## src/design/smw_pkg.sv

```systemverilog
// Overview of operation
// float waits before read to other memory
// float waits before any following write
// per chip select float count 0..15
// float never delays internal accesses
// read strobe mode: float after strobe rise
// chip select mode: float after select rise
// optimised: next setup absorbs float period
// unoptimised: float over before next access
// control hold cycles count toward float
// wait mode 00 off, 10 frozen, 11 ready
// software: hold cycle, no slow/page wait
// wait input sampled only in pulse phase
// frozen: counters and outputs held steady
// ready: check in last pulse, then suspend
// ready: early release or late assert ignored
// software: pulse covers latency plus three
// slow clock forces fixed waveforms everywhere
// slow read: 1/1, select 0/2, cycle 2
// slow write: 1/1, select 0/3, cycle 3
// running transfer keeps its slow waveform
// slow mode change adds one reload cycle
// reset clears float and leaves idle
package smw_pkg;

  // ----------------------------------------------------------------
  // sizes
  // ----------------------------------------------------------------
  localparam int NUM_CS = 8;
  localparam int CS_W   = 3;
  localparam int CNT_W  = 10;
  localparam int TDF_W  = 4;

  // ----------------------------------------------------------------
  // external wait modes
  // ----------------------------------------------------------------
  localparam logic [1:0] WMODE_OFF    = 2'h0;
  localparam logic [1:0] WMODE_FROZEN = 2'h2;
  localparam logic [1:0] WMODE_READY  = 2'h3;

  // ----------------------------------------------------------------
  // fixed slow clock waveforms
  // ----------------------------------------------------------------
  localparam logic [CNT_W-1:0] SLOW_RD_SETUP    = 10'h001;
  localparam logic [CNT_W-1:0] SLOW_RD_PULSE    = 10'h001;
  localparam logic [CNT_W-1:0] SLOW_CS_RD_SETUP = 10'h000;
  localparam logic [CNT_W-1:0] SLOW_CS_RD_PULSE = 10'h002;
  localparam logic [CNT_W-1:0] SLOW_RD_CYCLE    = 10'h002;
  localparam logic [CNT_W-1:0] SLOW_WR_SETUP    = 10'h001;
  localparam logic [CNT_W-1:0] SLOW_WR_PULSE    = 10'h001;
  localparam logic [CNT_W-1:0] SLOW_CS_WR_SETUP = 10'h000;
  localparam logic [CNT_W-1:0] SLOW_CS_WR_PULSE = 10'h003;
  localparam logic [CNT_W-1:0] SLOW_WR_CYCLE    = 10'h003;

  // ----------------------------------------------------------------
  // reset values
  // ----------------------------------------------------------------
  localparam logic             RST_WAIT_N = 1'b1;
  localparam logic [TDF_W-1:0] RST_FLOAT  = 4'h0;

  // ----------------------------------------------------------------
  // sequencer states
  // ----------------------------------------------------------------
  typedef enum logic [4:0] {
    ST_IDLE    = 5'h01,
    ST_FLOAT   = 5'h02,
    ST_RELOAD  = 5'h04,
    ST_ACCESS  = 5'h08,
    ST_SUSPEND = 5'h10
  } smw_state_t;

endpackage

```

## src/design/smw_sync.sv

```systemverilog
`timescale 1ns/1ns
module smw_sync
  import smw_pkg::*;
#(
  parameter logic RST_VAL = smw_pkg::RST_WAIT_N
) (
  input  wire logic clk,     // master clock
  input  wire logic resetn,  // async reset, active low
  input  wire logic ce,      // clock enable
  input  wire logic d,       // asynchronous level
  output logic      q        // synchronised level
);

  typedef struct packed {
    logic s1;
    logic s2;
  } smw_sync_t;

  smw_sync_t r;
  smw_sync_t next_r;

  // ----------------------------------------------------------------
  // two flops; the first is read only by the second
  // ----------------------------------------------------------------
  always_comb begin
    next_r.s1 = d;
    next_r.s2 = r.s1;
  end

  always_ff @(posedge clk or negedge resetn) begin
    if (!resetn) begin
      r <= '{s1: RST_VAL, s2: RST_VAL};
    end else if (ce) begin
      r <= next_r;
    end
  end

  assign q = r.s2;

endmodule

```

## src/design/smw_wait_ctrl.sv

```systemverilog
`timescale 1ns/1ns
module smw_wait_ctrl
  import smw_pkg::*;
#(
  parameter int NUM_CS = smw_pkg::NUM_CS,
  parameter int CS_W   = smw_pkg::CS_W,
  parameter int CNT_W  = smw_pkg::CNT_W,
  parameter int TDF_W  = smw_pkg::TDF_W
) (
  input  wire logic                          clk,                // master clock
  input  wire logic                          resetn,             // async reset, active low
  input  wire logic                          ce,                 // clock enable
  input  wire logic                          slow_clock,         // power manager slow indication
  input  wire logic                          int_req,            // internal memory access
  input  wire logic                          ext_req,            // external access, held to done
  input  wire logic                          ext_write,          // 1 write, 0 read
  input  wire logic [CS_W-1:0]               ext_cs,             // target chip select
  input  wire logic [CNT_W-1:0]              read_strobe_setup,  // effective read strobe setup
  input  wire logic [CNT_W-1:0]              read_strobe_pulse,  // effective read strobe pulse
  input  wire logic [CNT_W-1:0]              read_cycle_len,     // effective read cycle
  input  wire logic [CNT_W-1:0]              cs_read_setup,      // select setup on read
  input  wire logic [CNT_W-1:0]              cs_read_pulse,      // select pulse on read
  input  wire logic [CNT_W-1:0]              write_strobe_setup, // effective write strobe setup
  input  wire logic [CNT_W-1:0]              write_strobe_pulse, // effective write strobe pulse
  input  wire logic [CNT_W-1:0]              write_cycle_len,    // effective write cycle
  input  wire logic [CNT_W-1:0]              cs_write_setup,     // select setup on write
  input  wire logic [CNT_W-1:0]              cs_write_pulse,     // select pulse on write
  input  wire logic [NUM_CS-1:0]             read_mode,          // 1 strobe, 0 select controls read
  input  wire logic [NUM_CS-1:0]             float_opt,          // float optimisation enable
  input  wire logic [NUM_CS-1:0][TDF_W-1:0]  float_cycles,       // float count per select
  input  wire logic [NUM_CS-1:0][1:0]        ext_wait_mode,      // wait mode per select
  input  wire logic                          ext_wait_n,         // external wait, active low
  output logic                               read_strobe_n,      // read strobe
  output logic                               write_strobe_n,     // write strobe
  output logic [NUM_CS-1:0]                  chip_select_n,      // chip selects
  output logic                               ext_done,           // external access done pulse
  output logic                               int_done,           // internal access done pulse
  output logic [TDF_W-1:0]                   float_left,         // float cycles still pending
  output logic                               wait_frozen,        // access frozen by wait
  output logic                               wait_suspended,     // access suspended by wait
  output logic                               slow_active         // slow waveforms applied
);

  typedef struct packed {
    smw_state_t             st;
    logic [CNT_W-1:0]       cnt;
    logic                   wr;
    logic [CS_W-1:0]        cs;
    logic [CNT_W-1:0]       s_setup;
    logic [CNT_W-1:0]       s_pulse;
    logic [CNT_W-1:0]       c_setup;
    logic [CNT_W-1:0]       c_pulse;
    logic [CNT_W-1:0]       cyc;
    logic [CNT_W-1:0]       k_setup;
    logic [CNT_W-1:0]       k_pulse;
    logic [1:0]             wmode;
    logic [TDF_W-1:0]       tdf;
    logic                   topt;
    logic [TDF_W-1:0]       float_left;
    logic [CS_W-1:0]        float_cs;
    logic                   float_opt;
    logic                   slow;
    logic                   rd_n;
    logic                   wr_n;
    logic [NUM_CS-1:0]      cs_n;
    logic                   done;
    logic                   int_done;
    logic                   frozen;
  } smw_ctl_t;

  smw_ctl_t q;
  smw_ctl_t next_q;
  logic     wait_sync_n;

  // ----------------------------------------------------------------
  // wait input resynchronisation
  // ----------------------------------------------------------------
  // the two cycles spent here are why the pulse must cover latency plus three
  smw_sync #(
    .RST_VAL (RST_WAIT_N)
  ) u_wait_sync (
    .clk    (clk),
    .resetn (resetn),
    .ce     (ce),
    .d      (ext_wait_n),
    .q      (wait_sync_n)
  );

  // ----------------------------------------------------------------
  // helpers
  // ----------------------------------------------------------------
  function automatic logic in_win(input logic [CNT_W-1:0] c,
                                  input logic [CNT_W-1:0] s,
                                  input logic [CNT_W-1:0] p);
    logic [CNT_W:0] e;
    e = {1'b0, s} + {1'b0, p};
    in_win = ({1'b0, c} >= {1'b0, s}) && ({1'b0, c} < e);
  endfunction

  // request parameters, replaced by the fixed set in slow mode
  logic [CNT_W-1:0] r_s_setup;
  logic [CNT_W-1:0] r_s_pulse;
  logic [CNT_W-1:0] r_c_setup;
  logic [CNT_W-1:0] r_c_pulse;
  logic [CNT_W-1:0] r_cyc;
  logic [CNT_W-1:0] r_k_setup;
  logic [CNT_W-1:0] r_k_pulse;
  logic             r_strobe_ctl;

  // ----------------------------------------------------------------
  // waveform selection for the pending request
  // ----------------------------------------------------------------
  always_comb begin
    r_strobe_ctl = ext_write | read_mode[ext_cs];
    if (q.slow) begin
      // fixed shapes, same on every select
      r_strobe_ctl = 1'b1;
      if (ext_write) begin
        r_s_setup = SLOW_WR_SETUP;
        r_s_pulse = SLOW_WR_PULSE;
        r_c_setup = SLOW_CS_WR_SETUP;
        r_c_pulse = SLOW_CS_WR_PULSE;
        r_cyc     = SLOW_WR_CYCLE;
      end else begin
        r_s_setup = SLOW_RD_SETUP;
        r_s_pulse = SLOW_RD_PULSE;
        r_c_setup = SLOW_CS_RD_SETUP;
        r_c_pulse = SLOW_CS_RD_PULSE;
        r_cyc     = SLOW_RD_CYCLE;
      end
    end else if (ext_write) begin
      r_s_setup = write_strobe_setup;
      r_s_pulse = write_strobe_pulse;
      r_c_setup = cs_write_setup;
      r_c_pulse = cs_write_pulse;
      r_cyc     = write_cycle_len;
    end else begin
      r_s_setup = read_strobe_setup;
      r_s_pulse = read_strobe_pulse;
      r_c_setup = cs_read_setup;
      r_c_pulse = cs_read_pulse;
      r_cyc     = read_cycle_len;
    end
    // controlling signal: strobe for writes and slow reads, per select for other reads
    r_k_setup = r_strobe_ctl ? r_s_setup : r_c_setup;
    r_k_pulse = r_strobe_ctl ? r_s_pulse : r_c_pulse;
  end

  logic             float_hit;
  logic             float_block;
  logic             k_in_pulse;
  logic             k_last_pulse;
  logic             last_cycle;
  logic [CNT_W-1:0] hold_len;
  logic [CNT_W:0]   k_end;
  logic             active;

  // ----------------------------------------------------------------
  // float hazard check and access phase decode
  // ----------------------------------------------------------------
  always_comb begin
    // a read after a read on the same select needs no float gap
    float_hit = (q.float_left != RST_FLOAT) && (ext_write || (ext_cs != q.float_cs));
    if (q.float_opt) begin
      // setup of the next access runs while the bus floats
      float_block = float_hit && ({{(CNT_W-TDF_W){1'b0}}, q.float_left} > r_k_setup);
    end else begin
      float_block = float_hit;
    end
    k_end        = {1'b0, q.k_setup} + {1'b0, q.k_pulse};
    k_in_pulse   = in_win(q.cnt, q.k_setup, q.k_pulse);
    k_last_pulse = ({1'b0, q.cnt} + 11'h001) == k_end;
    last_cycle   = ({1'b0, q.cnt} + 11'h001) >= {1'b0, q.cyc};
    hold_len     = q.cyc - k_end[CNT_W-1:0];
  end

  // ----------------------------------------------------------------
  // sequencer
  // ----------------------------------------------------------------
  always_comb begin
    next_q          = q;
    next_q.done     = 1'b0;
    next_q.frozen   = 1'b0;
    // internal memories are answered without regard to float
    next_q.int_done = int_req;
    // float time elapses whatever the bus is doing
    if (q.float_left != RST_FLOAT) begin
      next_q.float_left = q.float_left - 4'h1;
    end
    case (q.st)
      ST_IDLE,
      ST_FLOAT: begin
        next_q.st = ST_IDLE;
        if (slow_clock != q.slow) begin
          // only reached between transfers
          next_q.st = ST_RELOAD;
        end else if (ext_req && !q.done) begin
          if (float_block) begin
            next_q.st = ST_FLOAT;
          end else begin
            next_q.st      = ST_ACCESS;
            next_q.cnt     = '0;
            next_q.wr      = ext_write;
            next_q.cs      = ext_cs;
            // latched here so a clock change mid transfer keeps the shape
            next_q.s_setup = r_s_setup;
            next_q.s_pulse = r_s_pulse;
            next_q.c_setup = r_c_setup;
            next_q.c_pulse = r_c_pulse;
            next_q.cyc     = r_cyc;
            next_q.k_setup = r_k_setup;
            next_q.k_pulse = r_k_pulse;
            next_q.tdf     = float_cycles[ext_cs];
            next_q.topt    = float_opt[ext_cs];
            // wait is not honoured with slow waveforms
            next_q.wmode   = q.slow ? WMODE_OFF : ext_wait_mode[ext_cs];
          end
        end
      end
      ST_RELOAD: begin
        next_q.slow = slow_clock;
        next_q.st   = ST_IDLE;
      end
      ST_ACCESS: begin
        if ((q.wmode == WMODE_FROZEN) && k_in_pulse && !wait_sync_n) begin
          next_q.frozen = 1'b1;
        end else if ((q.wmode == WMODE_READY) && k_last_pulse && !wait_sync_n) begin
          // earlier pulse cycles ignore the wait level
          next_q.st = ST_SUSPEND;
        end else if (last_cycle) begin
          next_q.st   = ST_IDLE;
          next_q.done = 1'b1;
          if (!q.wr) begin
            // hold cycles already covered part of the float time
            if ({{(CNT_W-TDF_W){1'b0}}, q.tdf} > hold_len) begin
              next_q.float_left = q.tdf - hold_len[TDF_W-1:0];
            end else begin
              next_q.float_left = RST_FLOAT;
            end
            next_q.float_cs  = q.cs;
            next_q.float_opt = q.topt;
          end
        end else begin
          next_q.cnt = q.cnt + 10'h001;
        end
      end
      ST_SUSPEND: begin
        if (wait_sync_n) begin
          // hold phase of the access goes ahead
          next_q.st  = ST_ACCESS;
          next_q.cnt = q.cnt + 10'h001;
        end
      end
      default: begin
        next_q.st = ST_IDLE;
      end
    endcase
    // strobes follow the next position; frozen and suspended keep it
    active         = (next_q.st == ST_ACCESS) || (next_q.st == ST_SUSPEND);
    next_q.rd_n    = !(active && !next_q.wr && in_win(next_q.cnt, next_q.s_setup, next_q.s_pulse));
    next_q.wr_n    = !(active && next_q.wr && in_win(next_q.cnt, next_q.s_setup, next_q.s_pulse));
    next_q.cs_n    = '1;
    if (active && in_win(next_q.cnt, next_q.c_setup, next_q.c_pulse)) begin
      next_q.cs_n[next_q.cs] = 1'b0;
    end
  end

  // ----------------------------------------------------------------
  // state register
  // ----------------------------------------------------------------
  // reset leaves nothing pending, frozen or suspended
  always_ff @(posedge clk or negedge resetn) begin
    if (!resetn) begin
      q            <= '0;
      q.st         <= ST_IDLE;
      q.float_left <= RST_FLOAT;
      q.rd_n       <= 1'b1;
      q.wr_n       <= 1'b1;
      q.cs_n       <= '1;
    end else if (ce) begin
      q <= next_q;
    end
  end

  // ----------------------------------------------------------------
  // outputs, all straight from the state register
  // ----------------------------------------------------------------
  assign read_strobe_n  = q.rd_n;
  assign write_strobe_n = q.wr_n;
  assign chip_select_n  = q.cs_n;
  assign ext_done       = q.done;
  assign int_done       = q.int_done;
  assign float_left     = q.float_left;
  assign wait_frozen    = q.frozen;
  assign wait_suspended = q.st[4];
  assign slow_active    = q.slow;

endmodule

```

## config.mk

```make
export PLATFORM = sky130hd
export DESIGN_NAME = smw_wait_ctrl
export DESIGN_NICKNAME = d
export VERILOG_FILES = /design/src/design/smw_pkg.sv /design/src/design/smw_sync.sv /design/src/design/smw_wait_ctrl.sv
export SDC_FILE = /design/constraint.sdc
export NUM_CORES = 1
export LEC_CHECK = 0
export ABC_AREA = 1
export BUFFER_PORTS_ARGS = -buffer_cell sky130_fd_sc_hd__buf_2
export CORE_ASPECT_RATIO = 1.75
export CORE_MARGIN = 2
export CORE_UTILIZATION = 50
export DETAILED_ROUTE_END_ITERATION = 6
export PLACE_DENSITY = 0.72
export SKIP_CTS_REPAIR_TIMING = 1
export SLEW_MARGIN = 20
export SYNTH_ARGS = -nofsm -noshare
export SYNTH_HDL_FRONTEND = slang
export SYNTH_SLANG_ARGS = --single-unit
```

## constraint.sdc

```tcl
create_clock -name clk -period 11.8 [get_ports clk]
set_clock_uncertainty 0.05 [all_clocks]
set_input_delay 2.95 -clock clk [delete_from_list [all_inputs] [get_ports clk]]
set_output_delay 2.95 -clock clk [all_outputs]
set_load 0.05 [all_outputs]
```

==> results.py, run 1 <==
metrics = {
    "run_status": {
        "status": "finished, final reports clean",
    },
    "floorplan": {
        "fp.dieW_um": 117.6,
        "die_area_sq_mm": 0.02387,
        "rows": 72,
        "die_y_um": 202.9,
        "core_area_sq_mm": 0.02216,
        "pin_count": 194,
        "initial_utilization": 0.5099,
    },
    "placed_design": {
        "dpl_worst_slack_ns": 1.783,
        "dp_hpwl_mm": 29.84,
        "port_buffers": 193,
        "gp_congestion": 0.9903,
    },
    "final_layout": {
        "layout_common_cells": "nand2_1, o21ai_0, inv_1",
        "nets": 2110,
        "drive_gt1_frac": 0.1665,
        "areaGrowthSynthToFinish_pct": 14.77,
        "n_fill_cell": 2211,
        "final_common_cell": "nand2_1",
    },
    "detailed_routing": {
        "drtPass1Iterations": 6,
        "routedWlPerCell_um": 17.70,
        "via_per_inst": 5.511,
        "drt_iter0_markers": 712,
        "drtAntennaViolNets": 0,
        "drc_errors": 0,
        "via_count": 11700,
        "wirelength_mm": 37.57,
    },
    "synthesis": {
        "yosysWarnings": 0,
        "synth_flop_cell": "dfrtp_1",
        "synth_seq_cells": 120,
        "synth_top_area_frac": 0.2370,
        "synth_area_leaders": "dfrtp_1, ha_1, nand2_1, o21ai_0, inv_1",
        "syn_area_per_cell_sq_um": 6.782,
        "synth_area_sq_mm": 0.01130,
        "syn-num-nets": 1963,
        "yosys.area.top_type": "dfrtp_1",
        "seq_area_frac_synth": 0.2672,
        "synth_edf_count": 0,
        "ys_types": 57,
        "synthArstFlopShare": 1.000,
        "synthCells": 1666,
    },
    "timing": {
        "tns_ns": 0,
        "fin_crit_ns": 9.693,
        "timing.final.ws_setup_ns": 2.107,
        "setup_viol": 0,
        "fmax_ghz": 0.1032,
        "final-hold-violation-count": 0,
        "rsz0062_at_grt": "no",
        "slew_violations": 0,
        "tightest_slew_ns": 1.051,
        "maxSlewHeadroom": 0.2978,
        "min_period_over_period": 0.8214,
    },
    "pwr": {
        "ir_drop_v": 0.0001323,
        "finalPower_w": 0.003606,
        "p_per_area_mw_per_mm2": 278.1,
        "leakage_nw": 6.583,
    },
    "global_routing": {
        "grt_pass1_wl_mm": 59.24,
        "grt_pass1_vias": 11450,
        "grt_start_max_net_pins": 73,
        "antenna_found_initial": 1,
        "use_met1": 0.3384,
        "grt_overflow": 0,
        "grt-busiest-layer": "met2",
        "use_met2": 0.5577,
        "gr-usage-all-layers": 0.3168,
        "grtUsageMet3": 0.04045,
    },
    "cts": {
        "cts_buffers": 17,
        "clkLatencyLatePin_ns": 0.44,
        "root_buffer": "clkbuf_16",
        "clockBufferDepth": 2,
        "cts_tree": "yes",
        "h-tree-depth": 4,
        "cts.clk_slew.worst_paths_ns": 0.06,
        "cts_sinks": 120,
    },
    "critical_path": {
        "cpMaxStageDelayCell": "inv_1",
        "criticalPathCategory": "input pin to flop",
        "critPathLaunch": "ext_cs[0]",
        "path_max_fanout": 36,
        "max_stage_delay_ns": 0.51,
        "crit_top_cell": "nand2_1",
        "crit_required_ns": 12.12,
        "r2r_start": "slow_active",
        "start_kind": "input pin",
        "crit_path_end_kind": "flop",
        "worstPathArrival_ns": 10.01,
    },
    "min_path": {
        "hold_path_startpoint": "u_wait_sync.next_r[0]",
        "hold_class": "flop to flop",
    },
    "run": {
        "maxCapViolCount": 0,
    },
}
## where the power goes
| group | internal (W) | switching [W] |
|---|---|---|
| sequential | 0.000546 | 0.000139 |
| combinational | 0.000860 | 0.00151 |
| clock | 0.000319 | 0.000228 |
## cells by family (layout without fill, tap and decap cells)
kind of cell | Yosys count | after routing | share of synthesized area
multiplexers | 3 | 3 | 0.002989
AND/OR/NAND/NOR | 686 | 686 | 0.2579
buffers and inverters | 297 | 457 | 0.1072
AO/OA/AOI/OAI | 402 | 402 | 0.1984
adder cells (fa/ha/maj) | 122 | 122 | 0.1384
flip-flops | 120 | 120 | 0.2672
other | 0 | 1 | 0
XOR/XNOR | 36 | 36 | 0.02790
## metal layers
| metal | vias up | routed length (um) |
|---|---|---|
| met3 | 134 | 1634 |
| met2 | 396 | 18680 |
| met4 | 0 | 3395 |
| li1 | 5800 | - |
| met5 | - | 0 |
| met1 | 5369 | 13870 |
## flip-flops by register name, indices dropped and copies added (netlist names)
| name | cells |
|---|---|
| chip_select_n | 8 |
| slow_active | 1 |
| write_strobe_n | 1 |
| q | 99 |
| read_strobe_n | 1 |
| int_done | 1 |
| float_left | 4 |
| u_wait_sync.next_r | 1 |
| u_wait_sync.q | 1 |
| wait_frozen | 1 |
| ext_done | 1 |
| wait_suspended | 1 |
## area by class of cell
class / count / area [sq um] / share of cell area
inverters: 219 / 827.0 / 0.06377
repair buffers: 206 / 1066 / 0.08220
clock inverters: 15 / 178.9 / 0.01380
diodes: 1 / 2.502 / 0.0001930
multi-input cells: 1249 / 7079 / 0.5459
well taps: 296 / 370.4 / 0.02856
clock buffers: 17 / 425.4 / 0.03280
flip-flops and latches: 120 / 3019 / 0.2328
## critical path: cells and delay by family
family,cells,cell delay [ns]
buf+inv,8,1.77
xor+xnor,1,0.17
fa+ha+maj,3,0.89
compound gates,12,2.12
simple gates,18,2.04
## Yosys cell counts, types with 2 or more instances
| cell type | instances |
|---|---|
| nand3b_1 | 5 |
| ha_1 | 117 |
| o21bai_1 | 5 |
| a22oi_1 | 3 |
| nand4_1 | 16 |
| mux2_1 | 2 |
| xor2_1 | 26 |
| nor3_2 | 3 |
| fa_1 | 5 |
| dfrtp_1 | 107 |
| a31oi_1 | 5 |
| o22ai_1 | 7 |
| nor2_1 | 172 |
| nand3_1 | 60 |
| clkbuf_1 | 49 |
| o31ai_1 | 10 |
| a21o_1 | 2 |
| a211oi_1 | 7 |
| dfstp_2 | 13 |
| o21a_1 | 6 |
| inv_2 | 6 |
| nand2_2 | 11 |
| buf_6 | 4 |
| o211ai_1 | 5 |
| inv_1 | 211 |
| a32oi_1 | 6 |
| nor2_2 | 4 |
| or2_2 | 13 |
| xnor2_1 | 10 |
| o221ai_1 | 9 |
| nand3_2 | 7 |
| nand2_1 | 362 |
| o21ai_0 | 236 |
| buf_2 | 9 |
| a21oi_1 | 70 |
| buf_1 | 2 |
| a21boi_0 | 6 |
| buf_4 | 13 |
| o21ai_1 | 12 |
| or2_1 | 2 |
| nor3_1 | 24 |
| nand2_4 | 2 |
| a221oi_1 | 8 |
## per-stage QoR
stage                     cells  utilization  hold slack [ns]  instance area [sq um]
after floorplan            1666            -           0.3937                  11300
after global placement     2090       0.5578           0.4016                  12360
after detailed placement   2090       0.5578           0.4117                  12360
after CTS                  2122       0.5851           0.4260                  12970
after global routing       2123       0.5852           0.4491                  12970
final                      2123       0.5852           0.4203                  12970
## final timing paths
path	depth (start not counted)	to	slack (ns)
setup / recovery	42	read_strobe_n	2.11
hold reg to reg	2	u_wait_sync.next_r[0]	0.42
hold / removal	2	u_wait_sync.next_r[0]	0.42
setup reg to reg	39	read_strobe_n	4.66
max in group asynchronous	2	wait_frozen	7.76
min in group asynchronous	1	int_done	2.48
No activity file was read; power rests on OpenSTA's default activity.
==> run 2: changes to the inputs <==
--- a/config.mk
+++ b/config.mk
@@ -5,13 +5,13 @@
 export SDC_FILE = /design/constraint.sdc
 export NUM_CORES = 1
 export LEC_CHECK = 0
-export ABC_AREA = 1
+export ABC_AREA = 0
 export BUFFER_PORTS_ARGS = -buffer_cell sky130_fd_sc_hd__buf_2
 export CORE_ASPECT_RATIO = 1.75
 export CORE_MARGIN = 2
 export CORE_UTILIZATION = 50
 export DETAILED_ROUTE_END_ITERATION = 6
-export PLACE_DENSITY = 0.72
+export PLACE_DENSITY = 0.75
 export SKIP_CTS_REPAIR_TIMING = 1
 export SLEW_MARGIN = 20
 export SYNTH_ARGS = -nofsm -noshare
==> constraint.sdc (replaced) <==
create_clock -name clk -period 8.2 [get_ports clk]
set_clock_uncertainty 0.05 [all_clocks]
set_input_delay 2.05 -clock clk [delete_from_list [all_inputs] [get_ports clk]]
set_output_delay 2.05 -clock clk [all_outputs]
set_load 0.05 [all_outputs]
==> run 2 against run 1 <==
  * Register-to-register slack worse by 3.6 ns
  * Total power up 30%
  * Sequential power up 41%
  * Clock power up 43%
  * Sequential cell count unchanged
  * Core utilization up 1.6 points
  * Highest routed layer unchanged
==> results.py, run 2 <==
metrics = {
    "critical_path": {
        "ff2ff_path_depth": 27,
        "path_max_fanout": 8,
        "critPathLaunch": "ext_cs[0]",
        "crit_required_ns": 8.51,
        "max_stage_delay_ns": 0.53,
        "crit_buf_inv": 4,
        "crit_path_end_kind": "flop",
        "start_kind": "input pin",
        "worstPathArrival_ns": 8.18,
        "cp_top_family": "compound AO/OA/AOI/OAI gates",
        "worst_r2r_endpoint": "chip_select_n[0]",
        "cpMaxStageDelayCell": "mux4_2",
        "r2r_start": "q[39]",
        "cp-endpoint": "chip_select_n[0]",
        "criticalPathCategory": "input pin to flop",
        "rrSetupSlack_ns": 1.05,
        "critical_path_depth": 29,
    },
    "timing": {
        "whs_ns": 0.4323,
        "fin_crit_ns": 7.871,
        "setup_viol": 0,
        "slew_violations": 0,
        "fmax_ghz": 0.1271,
        "final-hold-violation-count": 0,
        "tightest_slew_ns": 0.9812,
        "min_period_over_period": 0.9599,
        "maxSlewHeadroom": 0.3389,
    },
    "synthesis": {
        "synthMostInstantiatedCell": "nand2_1",
        "synth_seq_cells": 120,
        "muxShareOfSynthArea": 0.1268,
        "synth_top_area_frac": 0.2364,
        "synthArstFlopShare": 1.000,
        "synthCells": 1277,
        "synth_area_leaders": "dfrtp_1, ha_1, o21ai_0, mux2i_1, nand2_1",
        "synth_flop_cell": "dfrtp_1",
        "synth_top_family_by_area": "compound AO/OA/AOI/OAI gates",
        "synth-adder-area-share": 0.1381,
        "synth_edf_count": 0,
        "syn_area_per_cell_sq_um": 8.868,
        "yosysWarnings": 0,
        "synth-simple-area-share": 0.1636,
        "ys_types": 102,
        "synth_area_sq_mm": 0.01132,
        "synth-compound-area-share": 0.2032,
        "synth_commonest_cells": "nand2_1, o21ai_0, ha_1, dfrtp_1, inv_1",
        "syn-num-nets": 1574,
        "synthXorXnorAreaFrac": 0.04397,
        "yosys.area.top_type": "dfrtp_1",
        "seq_area_frac_synth": 0.2666,
    },
    "detailed_routing": {
        "drt_iter0_markers": 629,
        "routedWlPerCell_um": 19.99,
        "drtAntennaViolNets": 0,
        "wirelength_mm": 35.34,
        "via_count": 10490,
        "drtPass1Iterations": 5,
        "via_per_inst": 5.934,
        "drc_errors": 0,
    },
    "cts": {
        "h-tree-depth": 4,
        "clockBufferDepth": 2,
        "cts_sinks": 120,
        "clkLatencyLatePin_ns": 0.44,
        "cts_tree": "yes",
        "cts_buffers": 17,
        "root_buffer": "clkbuf_16",
        "cts.clk_slew.worst_paths_ns": 0.06,
    },
    "final_layout": {
        "n_fill_cell": 1984,
        "drive_gt1_frac": 0.2806,
        "nets": 1756,
        "regMostFlops": "q",
        "layout_common_cells": "buf_2, nand2_1, o21ai_0",
        "final_common_cell": "buf_2",
        "n_antenna_cell": 0,
        "largest_register_ffs": 99,
        "areaGrowthSynthToFinish_pct": 17.57,
    },
    "floorplan": {
        "die_y_um": 203.1,
        "die_area_sq_mm": 0.02392,
        "initial_utilization": 0.5110,
        "rows": 72,
        "fp.dieW_um": 117.8,
        "core_area_sq_mm": 0.02216,
        "pin_count": 194,
    },
    "run_status": {
        "status": "finished, final reports clean",
    },
    "min_path": {
        "hold_class": "flop to flop",
    },
    "pwr": {
        "p_per_area_mw_per_mm2": 352.7,
        "ir_drop_v": 0.0001754,
        "finalPower_w": 0.004696,
        "leakage_nw": 6.375,
    },
    "run": {
        "maxCapViolCount": 0,
    },
    "global_routing": {
        "grt_overflow": 0,
        "grt_pass1_vias": 10740,
        "grt_start_max_net_pins": 96,
        "gr-usage-all-layers": 0.3010,
        "antenna_found_initial": 0,
        "grt_pass1_wl_mm": 55.78,
    },
    "placed_design": {
        "dp_hpwl_mm": 28.73,
        "port_buffers": 193,
        "gp_congestion": 0.9983,
    },
}
[run 2: cell types whose count changed in the layout (fill, tap and decap cells not counted), sizes merged, moves of 40 or more]
cell	previous run	this run
nand2	375	136
o21ai	249	131
nand3	67	23
inv	227	83
mux2i	0	61
nor2	177	75
mux2	3	43
[run 2: worst min-delay path by stage]
stage	to	slack, ns	cells after the start	start
CTS	q[65]	0.43	2	q[65]
finish	q[94]	0.43	2	q[94]
global placement	q[66]	0.41	2	q[66]
global route	q[82]	0.46	2	q[82]
detailed placement	q[65]	0.42	2	q[65]
floorplan	q[22]	0.40	2	q[22]
[run 2: worst register-to-register path: cells and delay by family (launching register included)]
kind | cells | cell delay, ns
buffers and inverters | 1 | 0.07
AND/OR/NAND/NOR | 6 | 1.09
adder cells (fa/ha/maj) | 4 | 1.08
flip-flops | 1 | 0.41
XOR/XNOR | 1 | 0.29
AO/OA/AOI/OAI | 15 | 4.10
[run 2: cell type report]
cell class,count,area [sq um],share of cell area
clock buffers,19,432.9,0.03252
clock inverters,13,170.2,0.01278
inverters,80,300.3,0.02255
multi-input cells,1006,7694,0.5779
flip-flops and latches,120,3020,0.2269
well taps,296,370.4,0.02782
repair buffers,234,1326,0.09961
[run 2: metrics by stage]
step           worst slack [ns]    util  instances  area, sq um   TNS, ns
3_3_place_gp            0.09678  0.5714       1734        12660         0
2_1_floorplan          0.006410       -       1277        11360         0
6_report                 0.3291  0.6008       1768        13310         0
4_1_cts                  0.3084  0.5986       1766        13270         0
5_1_grt                -0.01692  0.6008       1768        13310  -0.04206
3_5_place_dp            -0.1130  0.5714       1734        12660   -0.8393
[run 2: power breakdown]
group          switching [W]  total (W)  internal, W
sequential          0.000200   0.000968     0.000768
combinational        0.00169    0.00294      0.00125
clock               0.000302   0.000783     0.000481
[run 2: logic make-up (layout without fill, tap and decap cells)]
group,Yosys count,after routing
AO/OA/AOI/OAI,345,345
multiplexers,119,119
AND/OR/NAND/NOR,369,369
XOR/XNOR,51,51
flip-flops,120,120
adder cells (fa/ha/maj),122,122
buffers and inverters,151,346
[run 2: layer usage]
metal / GRT usage / share of wire / vias up
met3: 0.03820 / 0.043 / 130
met1: 0.3121 / 0.35 / 5019
met4: 0.2397 / 0.091 / 0
li1: - / - / 4970
met2: 0.5422 / 0.51 / 373
met5: 0 / 0 / -
==> run 3: changes to the inputs <==
--- a/config.mk
+++ b/config.mk
@@ -9,11 +9,11 @@
 export BUFFER_PORTS_ARGS = -buffer_cell sky130_fd_sc_hd__buf_2
 export CORE_ASPECT_RATIO = 1.75
 export CORE_MARGIN = 2
-export CORE_UTILIZATION = 50
+export CORE_UTILIZATION = 62
 export DETAILED_ROUTE_END_ITERATION = 6
-export PLACE_DENSITY = 0.75
+export PLACE_DENSITY = 0.87
 export SKIP_CTS_REPAIR_TIMING = 1
-export SLEW_MARGIN = 20
+export SLEW_MARGIN = 25
 export SYNTH_ARGS = -nofsm -noshare
 export SYNTH_HDL_FRONTEND = slang
 export SYNTH_SLANG_ARGS = --single-unit
==> constraint.sdc (replaced) <==
create_clock -name clk -period 9.9 [get_ports clk]
set_clock_uncertainty 0.05 [all_clocks]
set_input_delay 2.475 -clock clk [delete_from_list [all_inputs] [get_ports clk]]
set_output_delay 2.475 -clock clk [all_outputs]
set_load 0.05 [all_outputs]
==> run 3 against run 2 <==
  * Clock power fell by 14%
  * First-iteration DRC count rose by 0.64%
  * Count of clock-buffer cells in the layout rose by 1
  * Worst setup slack improved by 0.47 ns
  * Hold slack worse by 0.0017 ns
  * Core utilization is 12 points higher
  * Global-route usage up 7.4 points
  * Die area shrank 19%
  * Sequential share of layout area increased by 0.54 points
  * Cell count shrank 4.9%
  * Via count grew 0.69%
  * Total power decreased by 17%
  * Critical endpoint is now chip_select_n[3]
==> results.py, run 3 (synthesis gave the netlist of run 2 again) <==
metrics = {
    "floorplan": {
        "core_area_sq_mm": 0.01797,
        "die_y_um": 182.8,
        "die_area_sq_mm": 0.01941,
        "pin_count": 194,
        "fp.dieW_um": 106.2,
        "rows": 65,
        "initial_utilization": 0.6301,
    },
    "detailed_routing": {
        "drc_errors": 0,
        "via_count": 10560,
        "drtAntennaViolNets": 0,
        "wirelength_mm": 35.92,
        "drt_iter0_markers": 633,
        "drtPass1Iterations": 5,
        "via_per_inst": 6.284,
        "routedWlPerCell_um": 21.37,
    },
    "critical_path": {
        "critical_path_depth": 29,
        "ff2ff_path_depth": 29,
        "worstPathArrival_ns": 9.40,
        "cpMaxStageDelayCell": "o31ai_4",
        "crit_path_end_kind": "flop",
        "crit_required_ns": 10.20,
        "crit_buf_inv": 4,
        "cp_top_family": "compound AO/OA/AOI/OAI gates",
        "path_max_fanout": 36,
        "max_stage_delay_ns": 0.58,
        "crit_top_cell": "o21ai_0",
        "criticalPathCategory": "input pin to flop",
        "start_kind": "input pin",
    },
    "pwr": {
        "p_clk_frac": 0.173,
        "seqPwrFrac": 0.210,
        "p_int_w": 0.002072,
        "swShare": 0.4702,
        "ir_drop_v": 0.0001976,
        "p_per_area_mw_per_mm2": 300.7,
        "leakage_nw": 6.250,
        "combPwrFrac": 0.617,
        "finalPower_w": 0.003911,
        "netSwitchingPower_w": 0.001839,
    },
    "global_routing": {
        "grt_start_max_net_pins": 84,
        "antenna_found_initial": 0,
        "grt_pass1_vias": 10710,
        "grt_overflow": 0,
        "gr-usage-all-layers": 0.3752,
        "grt_pass1_wl_mm": 55.28,
    },
    "final_layout": {
        "multiInputGateArea_sq_mm": 0.007669,
        "layout_common_cells": "buf_2, nand2_1, o21ai_0",
        "n_antenna_cell": 0,
        "final_cell_area_sq_mm": 0.01301,
        "final_common_cell": "buf_2",
        "regArea_sq_mm": 0.003020,
        "nets": 1732,
        "regMostFlops": "q",
        "drive_gt1_frac": 0.2661,
        "areaGrowthSynthToFinish_pct": 14.85,
        "largest_register_ffs": 99,
        "n_fill_cell": 1395,
    },
    "timing": {
        "final-hold-violation-count": 0,
        "rsz0062_at_grt": "no",
        "fmax_ghz": 0.1099,
        "maxSlewHeadroom": 0.3810,
        "tns_ns": 0,
        "slew_violations": 0,
        "tightest_slew_ns": 0.9284,
        "min_period_over_period": 0.9192,
        "fin_crit_ns": 9.100,
        "setup_viol": 0,
    },
    "placed_design": {
        "dp_hpwl_mm": 28.89,
        "place_area_sq_mm": 0.01238,
        "gp_congestion": 0.9783,
        "port_buffers": 193,
    },
    "cts": {
        "clkLatencyLatePin_ns": 0.43,
        "cts_buffers": 17,
        "cts.clk_slew.worst_paths_ns": 0.05,
        "cts_sinks": 120,
        "cts_tree": "yes",
        "root_buffer": "clkbuf_16",
        "clockBufferDepth": 2,
        "h-tree-depth": 4,
    },
    "run_status": {
        "status": "finished, final reports clean",
    },
    "run": {
        "maxCapViolCount": 0,
    },
    "min_path": {
        "hold_class": "flop to flop",
        "min_delay_path_depth": 2,
    },
}
-- run 3: changes by cell type in the layout (fill, tap and decap cells not counted), sizes merged --
cell and change:
bufinv +1, clkbuf +1, clkinvlp -1, inv -3, clkinv +1, buf -24
-- run 3: metrics by stage --
step | worst slack [ns] | std cells | hold WS [ns] | util
after floorplan | 0.5143 | 1277 | 0.3960 | -
after global routing | 0.1044 | 1681 | 0.4494 | 0.7236
after detailed placement | 0.3774 | 1650 | 0.4210 | 0.6887
after global placement | 0.5622 | 1650 | 0.4128 | 0.6887
after CTS | 0.8247 | 1681 | 0.4332 | 0.7236
final | 0.8001 | 1681 | 0.4306 | 0.7236
-- run 3: final timing paths --
path	slack, ns	end	from
max	0.80	chip_select_n[3]	ext_cs[0]
min	0.43	q[85]	q[85]
max reg2reg	2.55	chip_select_n[3]	slow_active
min reg2reg	0.43	q[85]	q[85]
max in group asynchronous	6.33	slow_active	resetn
min in group asynchronous	2.02	q[79]	resetn
-- run 3: cell type report --
class | instances | area share
Sequential cell | 120 | 0.2322
Clock buffer | 20 | 0.03511
Multi-Input combinational cell | 1006 | 0.5896
Tap cell | 234 | 0.02251
Clock inverter | 11 | 0.01318
Timing Repair Buffer | 210 | 0.08427
Inverter | 80 | 0.02309
-- run 3: routing by layer --
| metal | vias to the layer above | share of wire | GRT usage |
|---|---|---|---|
| met5 | - | 0 | 0 |
| met4 | 0 | 0.099 | 0.3195 |
| met3 | 182 | 0.050 | 0.06787 |
| met2 | 470 | 0.51 | 0.6682 |
| met1 | 4988 | 0.34 | 0.3682 |
| li1 | 4924 | - | - |
-- run 3: worst reg2reg max path: cells and delay by family (launching register included) --
family / cells / cell delay, ns
AND/OR/NAND/NOR: 7 / 1.36
XOR/XNOR: 1 / 0.15
multiplexers: 1 / 0.18
adder cells (fa/ha/maj): 3 / 0.99
buffers and inverters: 3 / 0.75
flip-flops: 1 / 0.58
AO/OA/AOI/OAI: 14 / 3.19
-- run 3: power by group through the flow --
stage / sequential, W / combinational (W) / clock, W
floorplan: 0.000742 / 0.00179 / 0
global placement: 0.000812 / 0.00228 / 0
detailed placement: 0.000817 / 0.00235 / 0
CTS: 0.000811 / 0.00239 / 0.000675
global route: 0.000832 / 0.00265 / 0.000694
finish: 0.000822 / 0.00241 / 0.000675
